$ cat src/logic/tmcm_defs.vh
`ifndef TMCM_DEFS_VH
`define TMCM_DEFS_VH

// register word indices on the avalon slave
`define TMCM_REG_CTRL        4'h0
`define TMCM_REG_STATUS      4'h1

// control register fields
`define TMCM_CTRL_IDLE_LVL   0
`define TMCM_CTRL_IDLE_DRV   1
`define TMCM_CTRL_RESET      2'h0

// status register fields
`define TMCM_ST_TEST         0
`define TMCM_ST_HOLD         1
`define TMCM_ST_RUN          2
`define TMCM_ST_SEL_LO       4
`define TMCM_ST_SEL_HI       7

// selection codes on mode_sel
`define TMCM_SEL_OSC0_STOP   4'h8
`define TMCM_SEL_RS0_CS0     4'h9
`define TMCM_SEL_RT0_CS0     4'ha
`define TMCM_SEL_RT01_CS0    4'hb
`define TMCM_SEL_CT01_RS0    4'hc
`define TMCM_SEL_RS1_CS1     4'hd
`define TMCM_SEL_RT1_CS1     4'he
`define TMCM_SEL_OSC1_STOP   4'hf

// converter oscillator network configurations
`define TMCM_CFG0_RS0_CS0    2'h0
`define TMCM_CFG0_RT0_CS0    2'h1
`define TMCM_CFG0_RT01_CS0   2'h2
`define TMCM_CFG0_CT01_RS0   2'h3
`define TMCM_CFG1_RS1_CS1    2'h0
`define TMCM_CFG1_RT1_CS1    2'h1

// synchroniser depth
`define TMCM_SYNC_STAGES     2

`endif

$ cat src/logic/tmcm_top.v
`timescale 1ns/1ps
`default_nettype none
`include "tmcm_defs.vh"

module tmcm_top (
  // clock and reset
  input  wire        i_core_clk,
  input  wire        i_rst,
  // avalon-mm slave
  input  wire [3:0]  i_avs_address,
  input  wire        i_avs_read,
  input  wire        i_avs_write,
  input  wire [31:0] i_avs_writedata,
  output reg  [31:0] o_avs_readdata,
  output wire        o_avs_waitrequest,
  // test and reset pins
  input  wire        i_test_select_a_n,
  input  wire        i_test_select_b_n,
  input  wire        i_reset_pin_n,
  input  wire [3:0]  i_mode_sel,
  // oscillator clocks sampled as data
  input  wire        i_sys_rc_clk,
  input  wire        i_adc_rc_osc0,
  input  wire        i_adc_rc_osc1,
  // monitor pin
  input  wire        i_monitor_pin,
  output reg         o_monitor_pin,
  output reg         o_monitor_pin_oe_n,
  // oscillator control and inputs
  output reg         o_osc0_run,
  output reg  [1:0]  o_osc0_cfg,
  output reg         o_osc1_run,
  output reg  [1:0]  o_osc1_cfg,
  output reg         o_osc0_input,
  output reg         o_osc1_input,
  // device state
  output reg         o_test_mode,
  output reg         o_normal_run
);

  // ----------------------------------------
  // pin synchronisation
  // ----------------------------------------
  wire [10:0] pins_s;
  tmcm_sync #(
    .WIDTH (11)
  ) u_sync (
    .i_core_clk (i_core_clk),
    .i_rst      (i_rst),
    .i_async    ({i_monitor_pin, i_adc_rc_osc1, i_adc_rc_osc0, i_sys_rc_clk,
                  i_mode_sel, i_reset_pin_n, i_test_select_b_n, i_test_select_a_n}),
    .o_sync     (pins_s)
  );

  wire       tsa_s   = pins_s[0];
  wire       tsb_s   = pins_s[1];
  wire       rstp_s  = pins_s[2];
  wire [3:0] sel_s   = pins_s[6:3];
  wire       sysck_s = pins_s[7];
  wire       osc0_s  = pins_s[8];
  wire       osc1_s  = pins_s[9];
  wire       mon_s   = pins_s[10];

  // ----------------------------------------
  // test mode entry and exit
  // ----------------------------------------
  reg rstp_q;
  reg test_q;
  reg hold_q;
  reg [1:0] ctrl_q;

  // reset pin starts low so a pin already high at release counts as a release edge
  wire release_edge = rstp_s & ~rstp_q;

  // a release edge is checked first: it both ends a hold and may re-enter test
  always @(posedge i_core_clk or posedge i_rst) begin
    if (i_rst) begin
      rstp_q <= 1'b0;
      test_q <= 1'b0;
      hold_q <= 1'b0;
    end else begin
      rstp_q <= rstp_s;
      if (release_edge) begin
        test_q <= tsa_s & ~tsb_s;
        hold_q <= 1'b0;
      end else if (test_q && tsa_s && tsb_s) begin
        test_q <= 1'b0;
        hold_q <= 1'b1;
      end
    end
  end

  // ----------------------------------------
  // monitor source selection
  // ----------------------------------------
  reg mon_d;
  reg oe_n_d;
  reg osc0_run_d;
  reg osc1_run_d;
  reg [1:0] cfg0_d;
  reg [1:0] cfg1_d;

  // decode follows the live selection code while in test mode
  always @* begin
    mon_d      = ctrl_q[`TMCM_CTRL_IDLE_LVL];
    oe_n_d     = ~ctrl_q[`TMCM_CTRL_IDLE_DRV];
    osc0_run_d = 1'b0;
    osc1_run_d = 1'b0;
    cfg0_d     = o_osc0_cfg;
    cfg1_d     = o_osc1_cfg;
    if (test_q) begin
      oe_n_d = 1'b0;
      if (!sel_s[3]) begin
        mon_d = sysck_s;
      end else begin
        case (sel_s)
          `TMCM_SEL_OSC0_STOP: begin
            oe_n_d = 1'b1;
            mon_d  = 1'b0;
          end
          `TMCM_SEL_RS0_CS0: begin
            osc0_run_d = 1'b1;
            cfg0_d     = `TMCM_CFG0_RS0_CS0;
            mon_d      = osc0_s;
          end
          `TMCM_SEL_RT0_CS0: begin
            osc0_run_d = 1'b1;
            cfg0_d     = `TMCM_CFG0_RT0_CS0;
            mon_d      = osc0_s;
          end
          `TMCM_SEL_RT01_CS0: begin
            osc0_run_d = 1'b1;
            cfg0_d     = `TMCM_CFG0_RT01_CS0;
            mon_d      = osc0_s;
          end
          `TMCM_SEL_CT01_RS0: begin
            osc0_run_d = 1'b1;
            cfg0_d     = `TMCM_CFG0_CT01_RS0;
            mon_d      = osc0_s;
          end
          `TMCM_SEL_RS1_CS1: begin
            osc1_run_d = 1'b1;
            cfg1_d     = `TMCM_CFG1_RS1_CS1;
            mon_d      = osc1_s;
          end
          `TMCM_SEL_RT1_CS1: begin
            osc1_run_d = 1'b1;
            cfg1_d     = `TMCM_CFG1_RT1_CS1;
            mon_d      = osc1_s;
          end
          default: begin
            oe_n_d = 1'b1;
            mon_d  = 1'b0;
          end
        endcase
      end
    end
  end

  // registered outputs: a source change lands on a clock edge, never mid-cycle
  always @(posedge i_core_clk or posedge i_rst) begin
    if (i_rst) begin
      o_monitor_pin      <= 1'b0;
      o_monitor_pin_oe_n <= 1'b1;
      o_osc0_run         <= 1'b0;
      o_osc1_run         <= 1'b0;
      o_osc0_cfg         <= `TMCM_CFG0_RS0_CS0;
      o_osc1_cfg         <= `TMCM_CFG1_RS1_CS1;
      o_osc0_input       <= 1'b0;
      o_osc1_input       <= 1'b0;
      o_test_mode        <= 1'b0;
      o_normal_run       <= 1'b0;
    end else begin
      o_monitor_pin      <= mon_d;
      o_monitor_pin_oe_n <= oe_n_d;
      o_osc0_run         <= osc0_run_d;
      o_osc1_run         <= osc1_run_d;
      o_osc0_cfg         <= cfg0_d;
      o_osc1_cfg         <= cfg1_d;
      o_osc0_input       <= (test_q && sel_s == `TMCM_SEL_OSC0_STOP) ? mon_s : 1'b0;
      o_osc1_input       <= (test_q && sel_s == `TMCM_SEL_OSC1_STOP) ? mon_s : 1'b0;
      o_test_mode        <= test_q;
      o_normal_run       <= rstp_s & ~test_q & ~hold_q;
    end
  end

  // ----------------------------------------
  // avalon-mm register slave
  // ----------------------------------------
  reg ack_q;

  // one wait state per access; the ack drops waitrequest for exactly one edge
  assign o_avs_waitrequest = (i_avs_read | i_avs_write) & ~ack_q;

  wire [31:0] status_w = {24'h000000, sel_s, 1'b0, o_normal_run, hold_q, test_q};

  always @(posedge i_core_clk or posedge i_rst) begin
    if (i_rst) begin
      ack_q          <= 1'b0;
      ctrl_q         <= `TMCM_CTRL_RESET;
      o_avs_readdata <= 32'h00000000;
    end else begin
      ack_q <= (i_avs_read | i_avs_write) & ~ack_q;
      if (i_avs_write && !ack_q) begin
        if (i_avs_address == `TMCM_REG_CTRL) begin
          ctrl_q <= i_avs_writedata[1:0];
        end
      end
      if (i_avs_read && !ack_q) begin
        if (i_avs_address == `TMCM_REG_CTRL) begin
          o_avs_readdata <= {30'h00000000, ctrl_q};
        end else if (i_avs_address == `TMCM_REG_STATUS) begin
          o_avs_readdata <= status_w;
        end else begin
          o_avs_readdata <= 32'h00000000; // unmapped reads as zero
        end
      end
    end
  end

endmodule // tmcm_top

`default_nettype wire

$ cat src/logic/tmcm_sync.v
`timescale 1ns/1ps
`default_nettype none

// ----------------------------------------
// two-stage level synchroniser
// ----------------------------------------
module tmcm_sync #(
  parameter WIDTH = 1
) (
  // clock and reset
  input  wire             i_core_clk,
  input  wire             i_rst,
  // levels
  input  wire [WIDTH-1:0] i_async,
  output wire [WIDTH-1:0] o_sync
);

  reg [WIDTH-1:0] meta_q;
  reg [WIDTH-1:0] sync_q;

  // first stage feeds only the second one
  always @(posedge i_core_clk or posedge i_rst) begin
    if (i_rst) begin
      meta_q <= {WIDTH{1'b0}};
      sync_q <= {WIDTH{1'b0}};
    end else begin
      meta_q <= i_async;
      sync_q <= meta_q;
    end
  end

  assign o_sync = sync_q;

endmodule // tmcm_sync

`default_nettype wire

$ cat config.mk
export PLATFORM = sky130hd
export DESIGN_NAME = tmcm_top
export DESIGN_NICKNAME = d
export VERILOG_FILES = /design/src/logic/tmcm_top.v /design/src/logic/tmcm_sync.v
export VERILOG_INCLUDE_DIRS = /design/src /design/src/logic
export SDC_FILE = /design/constraint.sdc
export NUM_CORES = 1
export LEC_CHECK = 0
export BUFFER_PORTS_ARGS = -buffer_cell sky130_fd_sc_hd__buf_4
export CAP_MARGIN = 20
export CORE_UTILIZATION = 40
export CTS_BUF_LIST = sky130_fd_sc_hd__clkbuf_16
export DETAILED_ROUTE_END_ITERATION = 6
export PLACE_DENSITY = 0.76
export SYNTH_ARGS = -nofsm -noshare
export SYNTH_HDL_FRONTEND = slang
export SYNTH_SLANG_ARGS = --single-unit
$ cat constraint.sdc
create_clock -name i_core_clk -period 1.4 [get_ports i_core_clk]
set_input_delay 0.07 -clock i_core_clk [delete_from_list [all_inputs] [get_ports i_core_clk]]
set_output_delay 0.07 -clock i_core_clk [all_outputs]
set_load 0.02 [all_outputs]
==> impl_metrics.json <==
{
  "clock.fmax_ghz": 0.744,
  "vias_per_cell": 4.45,
  "antenna_found_initial": 0,
  "synth.top_cells.by_area": "dfrtp_1 (63%), buf_4 (11%), a22o_1 (2.9%), mux2i_1 (1.7%), mux2_4 (1.7%)",
  "fin_nets": 252,
  "synth_top_area_frac": 0.631,
  "cts_tree": "yes",
  "yosys_warnings": 0,
  "stdcell_count": 251,
  "dp_slack_ns": -0.106,
  "cts_setup_buffers": 0,
  "path_delay_family": "simple AND/OR/NAND/NOR gates",
  "ys_types": 34,
  "arrival_ns": 1.51,
  "cp-end-kind": "flop",
  "yosysSeqAreaShare": 0.646,
  "fillerInstances": 360,
  "routedWlPerCell_um": 11.3,
  "dr.pass1.iters": 6,
  "p_leak_nw": 1.16,
  "crit_buf_inv": 0,
  "cp_slowest_cell": "or4b_4",
  "dp_hpwl_um": 2050,
  "cts_buffers": 5,
  "tns_ns": 0,
  "drt_wl_total_um": 2840,
  "start_util": 0.431,
  "rsz0062_at_grt": "false",
  "io_buffers": 39,
  "core_area_um2": 4140,
  "clkSinkCount": 46,
  "layout-drive-gt1-share": 0.308,
  "cts_buffer_depth": 2,
  "dp.cells": 232,
  "grt_pass1_wl_um": 4620,
  "synthToLayoutAreaGrowth_pct": 31.3,
  "num_rows": 23,
  "gp_congestion": 0.743,
  "placed_cell_area_um2": 2090,
  "path_cells": "or4b_4, mux2_4",
  "setup_slack_ns": 0.0561,
  "setup_viol": 0,
  "grt_overflow": 0,
  "drv_cap": 0,
  "ir_worst_vdd_uv": 625,
  "die_y_um": 68.8,
  "design_area_um2": 2340,
  "grt_pass1_vias": 1001,
  "finClkSkew_ns": 0.00229,
  "fin_crit_ns": 1.34,
  "hp-class": "input port to flop",
  "yosys.area.top_type": "dfrtp_1",
  "synth_seq_cells": 46,
  "boundaryPins": 96,
  "h-tree-depth": 2,
  "status": "finished clean",
  "die-area_um2": 4730,
  "cp_max_fo": 3,
  "drc": 0,
  "whs_ns": 0.0259,
  "synth_area_um2": 1780,
  "clk_pin_slew_ns": 0.06,
  "diodes": 0,
  "critical_path_class": "flop to flop",
  "insertion_delay_ns": 0.28,
  "ant_nets": 0,
  "synthCells": 140,
  "slew_viol_final": 0,
  "grt_start_max_net_pins": 21,
  "die_w_um": 68.8,
  "clockRootBuffer": "clkbuf_16",
  "power_density_nw_per_um2": 1280,
  "critPathRequiredTime_ns": 1.56,
  "max_stage_delay_ns": 0.54,
  "syn_area_per_cell_um2": 12.7,
  "vias": 1116,
  "grt_usage": 0.140,
  "start_kind": "flop",
  "fin_crit_sh": 0.960,
  "hold_viol": 0,
  "dr.first_iter.drc_count": 82
}
[registers in the layout (all words and copies together), names as in the netlist, 2 cells and up]
register        flops
o_osc0_cfg          2
u_sync.o_sync      11
ctrl_q              2
u_sync.meta_q      11
o_avs_readdata      7
[area by class of cell]
class | count | area (um^2) | area share
sequential | 46 | 1150 | 0.492
tap | 50 | 62.6 | 0.0267
clock buffer | 5 | 125 | 0.0534
multi-input combinational | 85 | 500 | 0.214
inverter | 3 | 11.3 | 0.00481
timing repair buffer | 60 | 480 | 0.205
clock inverter | 2 | 10.0 | 0.00427
[Yosys cell counts, drive strengths merged]
master   n
a21oi    3
or4b     1
mux2i    3
dfstp    1
xor2     1
nand3    3
nor3     1
buf     27
o22ai    1
inv      3
mux2     3
nor2b    1
o21ai    4
a31oi    3
nor3b    1
a22o     6
conb     1
nand2b   2
and3     1
dfrtp   45
xnor2    1
or3      2
clkbuf   4
o311ai   1
nor2     8
o21bai   2
nand4b   1
o311a    1
o31ai    2
nand3b   1
nand2    6
[worst paths after layout]
kind / slack, ns / cells past startpoint / start / to
max: 0.06 / 2 / ack_q / ctrl_q[0]
min reg2reg: 0.35 / 0 / u_sync.meta_q[2] / u_sync.o_sync[2]
min: 0.03 / 2 / i_avs_writedata[0] / ctrl_q[0]
min in group asynchronous: 0.34 / 3 / i_rst / o_avs_readdata[7]
max reg2reg: 0.06 / 2 / ack_q / ctrl_q[0]
max in group asynchronous: 0.57 / 4 / i_rst / u_sync.o_sync[6]
[repair_timing]
action / CTS / global route
resized for setup: 0 / 0
hold buffers: 12 / 0
hold endpoints to repair: 27 / 0
[cell families after synthesis]
kind of cell | synth area share
AO/OA/AOI/OAI | 0.0905
XOR/XNOR | 0.00982
buffers and inverters | 0.126
flip-flops | 0.646
multiplexers | 0.0400
other | 0.00210
AND/OR/NAND/NOR | 0.0856
[metrics by stage]
stage               power, mW   util
floorplan                1.80      -
CTS                      3.03  0.565
global route             3.13  0.565
detailed placement       1.91  0.504
finish                   2.99  0.565
global placement         1.90  0.504
[layer usage]
metal	wire length, um	up-vias	global-route usage
li1	-	541	-
met1	1260	517	0.174
met2	1330	52	0.214
met3	198	6	0.0395
met4	59	0	0.0842
met5	0	-	0
[report_power, final]
part | switching (mW) | internal, mW | total (mW)
sequential | 0.0615 | 1.43 | 1.49
combinational | 0.230 | 0.188 | 0.418
clock | 0.439 | 0.643 | 1.08
[placed cells by master, fill, tap and decap left out, types with 3 or more instances in the layout]
master	netlist	layout
a21oi_1	3	3
a22o_1	6	6
dfrtp_1	45	45
mux2i_1	3	3
nand2_1	6	6
a31oi_1	3	3
o21ai_0	4	4
dlygate4sd3_1	0	12
nand3_1	3	3
clkbuf_16	0	5
conb_1	1	26
nor2_1	8	8
buf_4	26	48
No activity file was read; power rests on OpenSTA's default activity.
